## src/hdl/pmi_pkg.sv

```systemverilog
// package for the phy management indirect port
// assumes a 32-bit register port with byte offsets
package pria_pkg;
	// ==========================================
	// register offsets
	localparam logic [11:0] DATA_OFS = 12'h0A4;
	localparam logic [11:0] CMD_OFS = 12'h0A8;
	// ==========================================
	// command register fields
	localparam int PHY_ADDR_HI = 15;
	localparam int PHY_ADDR_LO = 11;
	localparam int REG_IDX_HI = 10;
	localparam int REG_IDX_LO = 6;
	localparam int WRITE_SEL_BIT = 1;
	localparam int PENDING_BIT = 0;
	// ==========================================
	// reset values
	localparam logic [15:0] DATA_RST = 16'h0000;
	localparam logic [4:0] FIELD5_RST = 5'h00;
	// ==========================================
	// phy addresses that reach a real internal phy
	localparam logic [4:0] PHY_A_DEF = 5'h01;
	localparam logic [4:0] PHY_B_DEF = 5'h02;
	// ==========================================
	// management cycle timing
	localparam int MDC_DIV_DEF = 5;
	localparam int FRAME_BITS = 64;
	// first bit of the turnaround, where a read frees the line
	localparam int TURN_BIT = 46;
endpackage : pria_pkg

```

## src/hdl/pmi_port.sv

```systemverilog
// phy management indirect port: data and command registers driving
// a clause 22 style management frame to the internal phys
// assumes one clock, synchronous active-low reset, mdio pad outside
//
// Local design decision: strobed register access.
`timescale 1ns/1ps
module pria_port #(
	parameter logic [4:0] PHY_A = pria_pkg::PHY_A_DEF,
	parameter logic [4:0] PHY_B = pria_pkg::PHY_B_DEF,
	parameter int MDC_DIV = pria_pkg::MDC_DIV_DEF
) (
	input wire logic core_clk,
	input wire logic rst_n,
	input wire logic clk_en,
	input wire logic [11:0] reg_addr,
	input wire logic [31:0] reg_wdata,
	input wire logic reg_wr,
	input wire logic reg_rd,
	output logic [31:0] reg_rdata,
	output logic mdc,
	output logic mdio_out,
	output logic mdio_oe,
	input wire logic mdio_in
);
	// ==========================================
	// registers
	typedef enum logic [1:0] {ST_IDLE, ST_SHIFT, ST_DONE} pria_state_t;
	pria_state_t state_ff;
	logic [15:0] wr_data_ff;
	logic [15:0] rd_data_ff;
	logic [4:0] phy_addr_ff;
	logic [4:0] phy_reg_index_ff;
	logic phy_write_select_ff;
	logic phy_access_pending_ff;
	logic [7:0] div_ff;
	logic [6:0] bit_ff;
	logic [63:0] shift_ff;
	logic [15:0] cap_ff;
	logic mdc_ff;
	logic mdio_out_ff;
	logic mdio_oe_ff;
	logic [31:0] rdata_ff;
	logic [4:0] cmd_phy;
	logic [4:0] cmd_index;
	logic [63:0] frame;
	logic cmd_wr;
	logic data_wr;
	logic launch;
	logic phy_ok;
	logic tick;
	assign cmd_wr = reg_wr && reg_addr == pria_pkg::CMD_OFS;
	assign launch = clk_en && cmd_wr && !phy_access_pending_ff;
	assign data_wr = clk_en && reg_wr && reg_addr == pria_pkg::DATA_OFS && !phy_access_pending_ff;
	assign tick = div_ff == 8'(MDC_DIV - 1);
	assign cmd_phy = reg_wdata[pria_pkg::PHY_ADDR_HI:pria_pkg::PHY_ADDR_LO];
	assign cmd_index = reg_wdata[pria_pkg::REG_IDX_HI:pria_pkg::REG_IDX_LO];
	// only the real phys are valid targets
	assign phy_ok = cmd_phy == PHY_A || cmd_phy == PHY_B;
	// preamble, start, opcode, phy, index, turnaround, data
	assign frame = {32'hFFFFFFFF, 2'h1,
		reg_wdata[pria_pkg::WRITE_SEL_BIT] ? 2'h1 : 2'h2,
		cmd_phy, cmd_index, 2'h2, wr_data_ff};
	// ==========================================
	// data register
	always_ff @(posedge core_clk)
	begin
		if (!rst_n)
			wr_data_ff <= pria_pkg::DATA_RST;
		else if (data_wr)
			wr_data_ff <= reg_wdata[15:0];
	end
	// ==========================================
	// command register
	always_ff @(posedge core_clk)
	begin
		if (!rst_n)
		begin
			phy_addr_ff <= pria_pkg::FIELD5_RST;
			phy_reg_index_ff <= pria_pkg::FIELD5_RST;
			phy_write_select_ff <= 1'h0;
		end
		else if (launch)
		begin
			phy_addr_ff <= cmd_phy;
			phy_reg_index_ff <= cmd_index;
			phy_write_select_ff <= reg_wdata[pria_pkg::WRITE_SEL_BIT];
		end
	end
	// ==========================================
	// management frame engine and pending flag
	always_ff @(posedge core_clk)
	begin
		if (!rst_n)
		begin
			state_ff <= ST_IDLE;
			phy_access_pending_ff <= 1'h0;
			div_ff <= 8'h00;
			bit_ff <= 7'h00;
			shift_ff <= 64'h0;
			cap_ff <= 16'h0000;
			rd_data_ff <= pria_pkg::DATA_RST;
			mdc_ff <= 1'h0;
			mdio_out_ff <= 1'h1;
			mdio_oe_ff <= 1'h0;
		end
		else if (clk_en)
		begin
			unique case (state_ff)
				ST_IDLE:
				begin
					mdio_oe_ff <= 1'h0;
					if (launch)
					begin
						phy_access_pending_ff <= 1'h1;
						if (phy_ok)
						begin
							state_ff <= ST_SHIFT;
							div_ff <= 8'h00;
							bit_ff <= 7'h00;
							shift_ff <= frame;
							// first bit stands before the first mdc rise
							mdio_out_ff <= frame[63];
							mdio_oe_ff <= 1'h1;
						end
						else
						begin
							// unreachable target reads back all ones
							state_ff <= ST_DONE;
							cap_ff <= 16'hFFFF;
						end
					end
				end
				ST_SHIFT:
				begin
					div_ff <= tick ? 8'h00 : div_ff + 8'h01;
					if (tick)
					begin
						mdc_ff <= ~mdc_ff;
						if (!mdc_ff)
						begin
							// mdc rises: take the bit the phy holds
							cap_ff <= {cap_ff[14:0], mdio_in};
						end
						else if (bit_ff == 7'(pria_pkg::FRAME_BITS - 1))
						begin
							state_ff <= ST_DONE;
							mdio_oe_ff <= 1'h0;
						end
						else
						begin
							// mdc falls: present the next bit, never on a rise
							shift_ff <= {shift_ff[62:0], 1'h0};
							mdio_out_ff <= shift_ff[62];
							// a read hands the line to the phy at the turnaround
							mdio_oe_ff <= phy_write_select_ff
								|| bit_ff < 7'(pria_pkg::TURN_BIT - 1);
							bit_ff <= bit_ff + 7'h01;
						end
					end
				end
				ST_DONE:
				begin
					mdio_oe_ff <= 1'h0;
					mdio_out_ff <= 1'h1;
					if (!phy_write_select_ff)
						rd_data_ff <= cap_ff;
					phy_access_pending_ff <= 1'h0;
					state_ff <= ST_IDLE;
				end
				default:
					state_ff <= ST_IDLE;
			endcase
		end
	end
	// ==========================================
	// register read port
	always_ff @(posedge core_clk)
	begin
		if (!rst_n)
			rdata_ff <= 32'h0;
		else if (clk_en)
		begin
			rdata_ff <= 32'h0;
			if (reg_rd && reg_addr == pria_pkg::DATA_OFS)
				rdata_ff <= {16'h0000,
					phy_write_select_ff ? wr_data_ff : rd_data_ff};
			else if (reg_rd && reg_addr == pria_pkg::CMD_OFS)
				rdata_ff <= {16'h0000, phy_addr_ff, phy_reg_index_ff, 4'h0,
					phy_write_select_ff, phy_access_pending_ff};
		end
	end
	assign reg_rdata = rdata_ff;
	assign mdc = mdc_ff;
	assign mdio_out = mdio_out_ff;
	assign mdio_oe = mdio_oe_ff;
endmodule : pria_port

```

## config.mk

```make
export PLATFORM = sky130hd
export DESIGN_NAME = pria_port
export DESIGN_NICKNAME = d
export VERILOG_FILES = /design/src/hdl/pmi_pkg.sv /design/src/hdl/pmi_port.sv
export SDC_FILE = /design/constraint.sdc
export NUM_CORES = 1
export LEC_CHECK = 0
export BUFFER_PORTS_ARGS = -buffer_cell sky130_fd_sc_hd__buf_2
export CORE_MARGIN = 1
export CORE_UTILIZATION = 53
export DETAILED_ROUTE_END_ITERATION = 8
export GPL_TIMING_DRIVEN = 1
export PLACE_DENSITY_LB_ADDON = 0.08
export SLEW_MARGIN = 20
export SYNTH_ARGS = -nofsm -noshare
export SYNTH_HDL_FRONTEND = slang
export SYNTH_SLANG_ARGS = --single-unit
```

## constraint.sdc

```tcl
create_clock -name core_clk -period 2.05 [get_ports core_clk]
set_clock_uncertainty 0.2 [all_clocks]
set_input_delay 0.205 -clock core_clk [delete_from_list [all_inputs] [get_ports core_clk]]
set_output_delay 0.205 -clock core_clk [all_outputs]
set_load 0.02 [all_outputs]
```

==> results.sh, run 1 <==
export IMPL_routedWlPerCell_um=18.6
export IMPL_async_flop_share_pct=0
export IMPL_status="finished with violations"
export IMPL_clock_sinks=159
export IMPL_fin_ws_ps=-228
export IMPL_grt_use_met3_pct=6.37
export IMPL_htreeDepth=4
export IMPL_irDropWorstVdd_v=0.000626
export IMPL_coreArea_um2=13300
export IMPL_critPathArrivalTime_ps=2430
export IMPL_critPathKind="register to register"
export IMPL_drv_cap=0
export IMPL_syn_to_final_growth_pct=35.3
export IMPL_ys_seq_area_share_pct=43.8
export IMPL_busiest_layer="met2"
export IMPL_path_clk_slew_ps=60
export IMPL_cp_end_kind="register"
export IMPL_cts_buffer_depth=2
export IMPL_antenna_found_initial=0
export IMPL_start_util_pct=54.7
export IMPL_start_kind="register"
export IMPL_hold_path_class="input pin to register"
export IMPL_required_ps=2200
export IMPL_pwr_density_cell_nw_per_um2=677
export IMPL_synthesis_area_um2=7270
export IMPL_final_core_util_pct=74.0
export IMPL_dp_hpwl_um=11900
export IMPL_worst_path_max_fanout=4
export IMPL_cts_buffers=17
export IMPL_antenna_cells=0
export IMPL_firstDrtPassIters=5
export IMPL_setup_worst_path_start="state_ff[0]"
export IMPL_place_congestion=0.873
export IMPL_cts_tree="yes"
export IMPL_io_buffers=52
export IMPL_drive_gt1_share_pct=31.6
export IMPL_finalSetupViolCount=92
export IMPL_die_x_um=119
export IMPL_period_share_pct=111
export IMPL_grt_use_met1_pct=36.5
export IMPL_rsz0062_at_grt="true"
export IMPL_rows=42
export IMPL_ys_types=56
export IMPL_hold_viol_final=0
export IMPL_use_met2_pct=49.1
export IMPL_synthCells=831
export IMPL_drc=0
export IMPL_synth_edff_count=0
export IMPL_setup_tns_ps=-12230
export IMPL_clk_latency_ps=430
export IMPL_final_nets=1005
export IMPL_fmax_mhz=439
export IMPL_viasPerCell=5.99
export IMPL_via_count=6816
export IMPL_ys_seq_elements=159
export IMPL_syn_area_per_cell_um2=8.75
export IMPL_r2r_start="state_ff[0]"
export IMPL_ys_warnings_count=0
export IMPL_grt_pass1_wl_um=33100
export IMPL_drtAntennaViolNets=0
export IMPL_drt_iter0_drc=635
export IMPL_grt_overflow=0
export IMPL_violations="setup timing"
export IMPL_pin_count=85
export IMPL_final_min_clock_period_ps=2280
export IMPL_cts_root_buffer="clkbuf_16"
export IMPL_die_area_um2=14200
export IMPL_max_slew_margin_pct=62.7
export IMPL_min_from="reg_wdata[14]"
export IMPL_grt_pass1_vias=6741
export IMPL_grt_usage_pct=29.3
export IMPL_drv_slew=0
export IMPL_grt_max_degree=89
export IMPL_leakage_nw=3.36
export IMPL_wl_um=21100
export IMPL_tightest_slew_ps=555
export IMPL_die_h_um=119
export IMPL_synth_main_ff_cell="dfxtp_1"
==> metal layers <==
layer	vias to the layer above	share of wire, %
li1	3222	-
met1	3356	42
met2	208	52
met3	30	4.6
met4	0	1.5
met5	-	0
==> where the power goes <==
group	total, mW	switching (mW)	leakage, nW	internal (mW)
registers	3.11	0.00505	1.28	3.10
clock network	3.22	1.27	0.282	1.95
logic	0.341	0.213	1.80	0.128
total	6.66	1.48	3.36	5.18
==> worst max-delay path: stages (launching register included) <==
cell	delay, ps
dfxtp_2	320
inv_2	80
ha_4	130
or4b_4	500
a2bb2oi_4	190
nor4_1	510
mux2i_1	270
==> cells in the mapped netlist, types with 2 or more instances <==
cell type	n	area, um2
buf_2	23	115
o22ai_1	2	12.5
o21ai_2	2	17.5
nand4_1	8	50.1
xor2_1	2	17.5
xnor2_1	6	52.6
clkbuf_1	36	135
ha_1	6	75.1
a22oi_1	11	82.6
nor3b_1	2	15.0
o211ai_1	4	30.0
nand3_1	10	50.1
o21ai_1	2	10.0
nor4b_4	3	71.3
a211oi_1	32	240
dfxtp_1	159	3180
nor3_1	4	20.0
mux2i_1	37	370
nand2b_1	27	169
mux2_2	15	169
a21o_1	3	22.5
buf_4	25	188
a311oi_1	33	289
inv_1	41	154
nor2b_1	3	18.8
buf_1	4	15.0
nand2_1	111	417
a21oi_1	85	425
o21ai_0	27	135
a31oi_1	61	382
or2_2	2	12.5
and4_1	2	17.5
nor4_1	2	12.5
and3b_1	2	17.5
nor2_1	18	67.6
==> repair_timing <==
item	CTS	global route
hold buffers	16	0
pin swaps	33	33
cloned	7	7
endpoints found under the setup margin	93	98
gates resized for setup	35	87
buffers inserted	11	4
hold endpoints to repair	34	0
==> cell type report <==
| class | count | area [um2] |
|---|---|---|
| sequential | 159 | 3190 |
| multi-input combinational | 556 | 4030 |
| clock buffer | 23 | 458 |
| clock inverter | 9 | 133 |
| fill | 966 | 3460 |
| inverter | 41 | 155 |
| timing repair buffer | 174 | 1650 |
| tap | 176 | 220 |
==> logic make-up after synthesis <==
family,Yosys count,share of synthesized area (%)
AO/OA/AOI/OAI,270,23.7
AND/OR/NAND/NOR,204,14.4
flip-flops,159,43.8
buffers and inverters,131,8.57
multiplexers,52,7.42
XOR/XNOR,8,0.964
adder cells (fa/ha/maj),6,1.03
other,1,0.0516
==> sequential cells by signal, indices dropped and copies added (netlist names) <==
signal and count:
bit_ff 7, cap_ff 16, div_ff 8, mdc 1
mdio_oe 1, mdio_out 1, phy_access_pending_ff 1, phy_addr_ff 5
phy_reg_index_ff 5, phy_write_select_ff 1, rd_data_ff 16, reg_rdata 16
shift_ff 63, state_ff 2, wr_data_ff 16
==> layout by cell type, fill, tap and decap left out, types with 13 or more instances in the layout <==
cell / instances
dlygate4sd3_1: 16
dfxtp_1: 155
a211oi_1: 19
a211oi_2: 13
clkbuf_16: 24
mux2i_1: 37
buf_4: 68
nor2_1: 13
nand2b_4: 14
inv_1: 35
a21oi_2: 17
buf_12: 16
a311oi_1: 19
a31oi_1: 61
mux2_2: 15
buf_2: 52
nand2b_1: 13
nand2_1: 110
a21oi_1: 67
conb_1: 16
a311oi_2: 14
o21ai_0: 15
==> metrics by stage <==
step,std cells,hold slack (ps),worst slack [ps],cell area (um2),power [mW]
after detailed placement,1065,245,-180,8160,3.46
after global placement,1065,239,-106,8160,3.45
final,1138,25.5,-228,9830,6.66
after global routing,1138,12.1,-278,9830,6.86
after floorplan,846,145,-44.5,7380,3.35
after CTS,1131,2.02,-118,9350,6.68
==> path summary, 6_finish.rpt <==
kind                    end  slack [ps]  cells after the start
max               bit_ff[4]        -230                      6
min reg2reg   rd_data_ff[4]         250                      2
max reg2reg       bit_ff[4]        -230                      6
min          wr_data_ff[14]          30                      4
(Power assumes the default switching activity.)
==> run 2: changes to the inputs <==
--- a/config.mk
+++ b/config.mk
@@ -11,6 +11,7 @@
 export DETAILED_ROUTE_END_ITERATION = 8
 export GPL_TIMING_DRIVEN = 1
 export PLACE_DENSITY_LB_ADDON = 0.08
+export REMOVE_ABC_BUFFERS = 1
 export SLEW_MARGIN = 20
 export SYNTH_ARGS = -nofsm -noshare
 export SYNTH_HDL_FRONTEND = slang
==> constraint.sdc (replaced) <==
create_clock -name core_clk -period 2.05 [get_ports core_clk]
set_clock_uncertainty 0.2 [all_clocks]
set_input_delay 0.41 -clock core_clk [delete_from_list [all_inputs] [get_ports core_clk]]
set_output_delay 0.41 -clock core_clk [all_outputs]
set_load 0.02 [all_outputs]
==> run 2 against run 1 <==
The run still ends with setup timing left. Die area did not move. Register-to-register slack worse by 90 ps. Setup slack got worse by 94 ps. First-iteration DRC count down 14%. Power is 7.4% higher. Maximum frequency is 4.0% lower. Design area up 0.83%. Utilization is 0.61 points higher. Sequential power barely moved.
==> results.sh, run 2 (same netlist as run 1, synthesis figures left out) <==
export IMPL_finalSetupViolCount=91
export IMPL_critical_path_cell_chain="inv_2, ha_4, or4b_4, buf_6, o22ai_4, buf_6, buf_12, buf_16, a31oi_1, a211oi_1"
export IMPL_worst_path_max_fanout=7
export IMPL_intPower_mw=5.63
export IMPL_switchingPower_mw=1.52
export IMPL_critPathMaxStageDelay_ps=500
export IMPL_rrSetupSlack_ps=-320
export IMPL_swShare_pct=21.3
export IMPL_violations="setup timing"
export IMPL_dp_hpwl_um=11500
export IMPL_cts_root_buffer="clkbuf_16"
export IMPL_r2r_start="state_ff[0]"
export IMPL_final_core_util_pct=74.6
export IMPL_regMostFlops="shift_ff"
export IMPL_grt_pass1_vias=6626
export IMPL_ff2ff_path_depth=10
export IMPL_combPwrFrac_pct=4.8
export IMPL_clk_latency_ps=430
export IMPL_coreArea_um2=13300
export IMPL_setup_worst_path_start="state_ff[0]"
export IMPL_wl_um=21600
export IMPL_hold_viol_final=0
export IMPL_die_area_um2=14200
export IMPL_status="finished with violations"
export IMPL_drv_cap=0
export IMPL_cts_buffer_depth=2
export IMPL_pwr_density_cell_nw_per_um2=722
export IMPL_cp_end_kind="register"
export IMPL_r2r_end="shift_ff[13]"
export IMPL_start_util_pct=54.7
export IMPL_rows=42
export IMPL_leakage_nw=3.41
export IMPL_final_nets=992
export IMPL_drv_slew=0
export IMPL_syn_to_final_growth_pct=36.4
export IMPL_grt_usage_pct=29.6
export IMPL_cts_tree="yes"
export IMPL_die_x_um=119
export IMPL_layout_cells_most_common="dfxtp_1"
export IMPL_antenna_found_initial=0
export IMPL_final_min_clock_period_ps=2370
export IMPL_viasPerCell=6.04
export IMPL_final_cell_mix="dfxtp_1, nand2_1, buf_4"
export IMPL_drtAntennaViolNets=0
export IMPL_path_clk_slew_ps=60
export IMPL_critPathMostFrequentCell="buf_6"
export IMPL_drc=0
export IMPL_critPathKind="register to register"
export IMPL_drt_iter0_drc=549
export IMPL_start_kind="register"
export IMPL_hold_path_class="input pin to register"
export IMPL_cts_buffers=17
export IMPL_grt_pass1_wl_um=33100
export IMPL_fmax_mhz=422
export IMPL_via_count=6793
export IMPL_clock_sinks=159
export IMPL_critPathCapture="shift_ff[13]"
export IMPL_grt_max_degree=72
export IMPL_critPathSlowestCell="or4b_4"
export IMPL_routedWlPerCell_um=19.2
export IMPL_max_slew_margin_pct=61.7
export IMPL_antenna_cells=0
export IMPL_rsz0062_at_grt="true"
export IMPL_tightest_slew_ps=570
export IMPL_die_h_um=119
export IMPL_required_ps=2190
export IMPL_power_frac_clock_pct=51.8
export IMPL_irDropWorstVdd_v=0.000696
export IMPL_place_congestion=0.890
export IMPL_largest_register_ffs=63
export IMPL_htreeDepth=4
export IMPL_grt_overflow=0
export IMPL_pin_count=85
export IMPL_period_share_pct=116
export IMPL_fin_ws_ps=-322
export IMPL_total_power_mw=7.16
export IMPL_io_buffers=52
export IMPL_critPathArrivalTime_ps=2510
export IMPL_pwr_share_seq_pct=43.4
export IMPL_firstDrtPassIters=5
export IMPL_drive_gt1_share_pct=33.0
## run 2: critical path: cells and delay by family (launching register included)
kind	cells	cell delay, ps
flip-flops	1	330
adder cells (fa/ha/maj)	1	140
buffers and inverters	5	650
AND/OR/NAND/NOR	1	500
AO/OA/AOI/OAI	3	460
## run 2: final cells by class
type | instances | area, um2
fill | 933 | 3380
multi-input combinational | 556 | 4130
clock buffer | 21 | 480
sequential | 159 | 3190
tap | 176 | 220
clock inverter | 10 | 206
timing repair buffer | 161 | 1540
inverter | 41 | 155
## run 2: how the worst min path moves through the flow
stage | from | to | slack (ps) | cells after the start
final | reg_wdata[3] | wr_data_ff[3] | 30 | 3
after global routing | reg_wdata[2] | wr_data_ff[2] | 40 | 3
after CTS | reg_wdata[3] | wr_data_ff[3] | 10 | 3
after detailed placement | rd_data_ff[1] | rd_data_ff[1] | 250 | 2
after global placement | phy_addr_ff[1] | phy_addr_ff[1] | 240 | 2
after floorplan | phy_addr_ff[3] | phy_addr_ff[3] | 230 | 2
## run 2: power groups by stage
stage               registers (mW)  clock network [mW]  logic (mW)
finish                        3.11                3.71       0.340
global route                  3.11                3.84       0.359
CTS                           3.11                3.71       0.321
detailed placement            3.18                   0       0.280
global placement              3.18                   0       0.276
floorplan                     3.19                   0       0.112
## run 2: timing repair
action	4_1_cts	5_1_grt
setup buffers	14	6
resized for setup	55	92
setup endpoints to repair	96	98
pin swaps	64	49
hold buffers	0	0
cloned	11	0
## run 2: per-stage QoR
stage | setup TNS [ps] | hold slack, ps | setup WS [ps] | instance area [um2] | std cells
CTS | -14990 | 14.1 | -241 | 9410 | 1119
detailed placement | -32690 | 246 | -413 | 8070 | 1063
finish | -18650 | 27.1 | -322 | 9920 | 1124
global placement | -29620 | 238 | -339 | 8070 | 1063
global route | -25480 | 35.9 | -366 | 9920 | 1124
floorplan | -323130 | 232 | -3390 | 6860 | 756
## run 2: layer usage
metal  GRT usage, %  routed length [um]
met1           35.9                9050
met5              0                   0
met2           51.3               10900
met4           11.6                 482
met3           5.70                1100
==> run 3: changes to the inputs <==
--- a/config.mk
+++ b/config.mk
@@ -10,7 +10,7 @@
 export CORE_UTILIZATION = 53
 export DETAILED_ROUTE_END_ITERATION = 8
 export GPL_TIMING_DRIVEN = 1
-export PLACE_DENSITY_LB_ADDON = 0.08
+export PLACE_DENSITY = 0.72
 export REMOVE_ABC_BUFFERS = 1
 export SLEW_MARGIN = 20
 export SYNTH_ARGS = -nofsm -noshare
==> run 3 against run 2 <==
The run still ends with setup timing left. Cell count is 2.0% higher. Hold slack worse by 17 ps. Critical path depth fell by 2. Non-clock buffer count grew 21. Die area unchanged. Setup slack about the same. Maximum frequency about the same. First-iteration DRC count is 50% higher. Sequential share of layout area fell by 0.84 points. Wire length increased by 11%. Utilization grew 2.0 points.
==> results.sh, run 3 (same netlist as run 1, synthesis figures left out) <==
export IMPL_leakage_nw=3.55
export IMPL_combPwrFrac_pct=4.8
export IMPL_clock_sinks=159
export IMPL_final_nets=1013
export IMPL_required_ps=2160
export IMPL_final_cells=1146
export IMPL_cts_buffers=17
export IMPL_cp_end_kind="register"
export IMPL_firstDrtPassIters=6
export IMPL_final_cell_mix="dfxtp_1, nand2_1, a21oi_1, buf_4, a31oi_1"
export IMPL_regMostFlops="shift_ff"
export IMPL_start_kind="register"
export IMPL_wl_um=24000
export IMPL_ff2ff_path_depth=8
export IMPL_syn_to_final_growth_pct=40.0
export IMPL_drv_slew=0
export IMPL_ctsHoldBuffers=0
export IMPL_viasPerCell=6.27
export IMPL_drt_iter0_drc=824
export IMPL_post_place_ws_ps=-357
export IMPL_pwr_density_cell_nw_per_um2=698
export IMPL_grt_overflow=0
export IMPL_r2r_end="shift_ff[25]"
export IMPL_path_clk_slew_ps=70
export IMPL_antenna_cells=0
export IMPL_hold_viol_final=0
export IMPL_die_x_um=119
export IMPL_critPathSlowestCell="or4b_4"
export IMPL_crit_buf_inv=3
export IMPL_power_frac_clock_pct=51.5
export IMPL_tightest_slew_ps=605
export IMPL_fin_ws_ps=-322
export IMPL_io_buffers=52
export IMPL_hold_end="wr_data_ff[3]"
export IMPL_clk_latency_ps=440
export IMPL_critPathArrivalTime_ps=2480
export IMPL_max_slew_margin_pct=59.4
export IMPL_cts_buffer_depth=2
export IMPL_fmax_mhz=422
export IMPL_drv_cap=0
export IMPL_grt_max_degree=107
export IMPL_cpLargestDelayFamily="compound AO/OA/AOI/OAI gates"
export IMPL_status="finished with violations"
export IMPL_swShare_pct=22.0
export IMPL_die_area_um2=14200
export IMPL_cts_root_buffer="clkbuf_16"
export IMPL_critPathMaxStageDelay_ps=500
export IMPL_finalSetupViolCount=94
export IMPL_drc=0
export IMPL_irDropWorstVdd_v=0.000538
export IMPL_grt_pass1_vias=6694
export IMPL_switchingPower_mw=1.56
export IMPL_setup_tns_ps=-13420
export IMPL_dp_hpwl_um=11700
export IMPL_hold_slack_ps=10.4
export IMPL_htreeDepth=4
export IMPL_pin_count=85
export IMPL_cts_tree="yes"
export IMPL_critical_path_cell_chain="inv_2, ha_4, or4b_4, o22ai_4, buf_8, clkbuf_16, a31oi_1, a211oi_1"
export IMPL_min_path_cells=3
export IMPL_antenna_found_initial=0
export IMPL_drtAntennaViolNets=0
export IMPL_place_congestion=0.915
export IMPL_drive_gt1_share_pct=33.2
export IMPL_place_inst=1065
export IMPL_min_from="reg_wdata[3]"
export IMPL_grt_usage_pct=30.1
export IMPL_start_util_pct=54.7
export IMPL_r2r_start="state_ff[1]"
export IMPL_largest_register_ffs=63
export IMPL_coreArea_um2=13300
export IMPL_rows=42
export IMPL_pwr_share_seq_pct=43.7
export IMPL_rrSetupSlack_ps=-320
export IMPL_rsz0062_at_grt="true"
export IMPL_intPower_mw=5.55
export IMPL_die_h_um=119
export IMPL_layout_cells_most_common="dfxtp_1"
export IMPL_period_share_pct=116
export IMPL_worst_path_max_fanout=7
export IMPL_routedWlPerCell_um=21.0
export IMPL_violations="setup timing"
export IMPL_critPathKind="register to register"
export IMPL_hold_path_class="input pin to register"
export IMPL_grt_pass1_wl_um=33600
export IMPL_via_count=7191
export IMPL_final_min_clock_period_ps=2370
## run 3: power groups by stage
stage / registers [mW] / logic [mW] / clock network, mW
finish: 3.11 / 0.342 / 3.66
global route: 3.11 / 0.358 / 3.80
CTS: 3.11 / 0.304 / 3.66
detailed placement: 3.17 / 0.276 / 0
global placement: 3.17 / 0.271 / 0
floorplan: 3.19 / 0.112 / 0
## run 3: area by class of cell
type	count	area (um2)
Tap cell	176	220
Multi-Input combinational cell	556	4080
Clock buffer	19	443
Sequential cell	159	3190
Clock inverter	13	234
Fill cell	815	3110
Inverter	41	155
Timing Repair Buffer	182	1860
## run 3: repair_timing
item / in CTS / in global routing
setup buffers: 21 / 11
cloned: 14 / 10
gates resized for setup: 64 / 82
pin swaps: 20 / 57
setup endpoints to repair: 98 / 98
## run 3: worst max path at each step
stage / from / end / slack, ps / cells past startpoint
4_1_cts: div_ff[0] / shift_ff[15] / -160 / 10
6_report: state_ff[1] / shift_ff[25] / -320 / 8
3_5_place_dp: reg_addr[1] / shift_ff[35] / -360 / 8
3_3_place_gp: reg_wdata[15] / shift_ff[55] / -300 / 6
2_1_floorplan: state_ff[1] / div_ff[0] / -3390 / 7
5_1_grt: div_ff[0] / shift_ff[25] / -400 / 11
## run 3: stage by stage
step / power (mW) / area, um2 / util (%)
6_report: 7.11 / 10200 / 76.6
2_1_floorplan: 3.30 / 6860 / -
5_1_grt: 7.26 / 10200 / 76.6
4_1_cts: 7.07 / 9610 / 72.3
3_3_place_gp: 3.44 / 8070 / 60.7
3_5_place_dp: 3.45 / 8070 / 60.7
## run 3: per-layer routing
metal | GRT usage [%] | vias to the layer above | routed length [um]
met4 | 14.9 | 0 | 974
met3 | 6.23 | 94 | 1750
met2 | 51.0 | 429 | 12000
li1 | - | 3237 | -
met5 | 0 | - | 0
met1 | 36.2 | 3431 | 9260
## run 3: tightest hold or removal path: stages
cell,delay [ps]
buf_2,90
nand2_1,40
a21oi_1,50
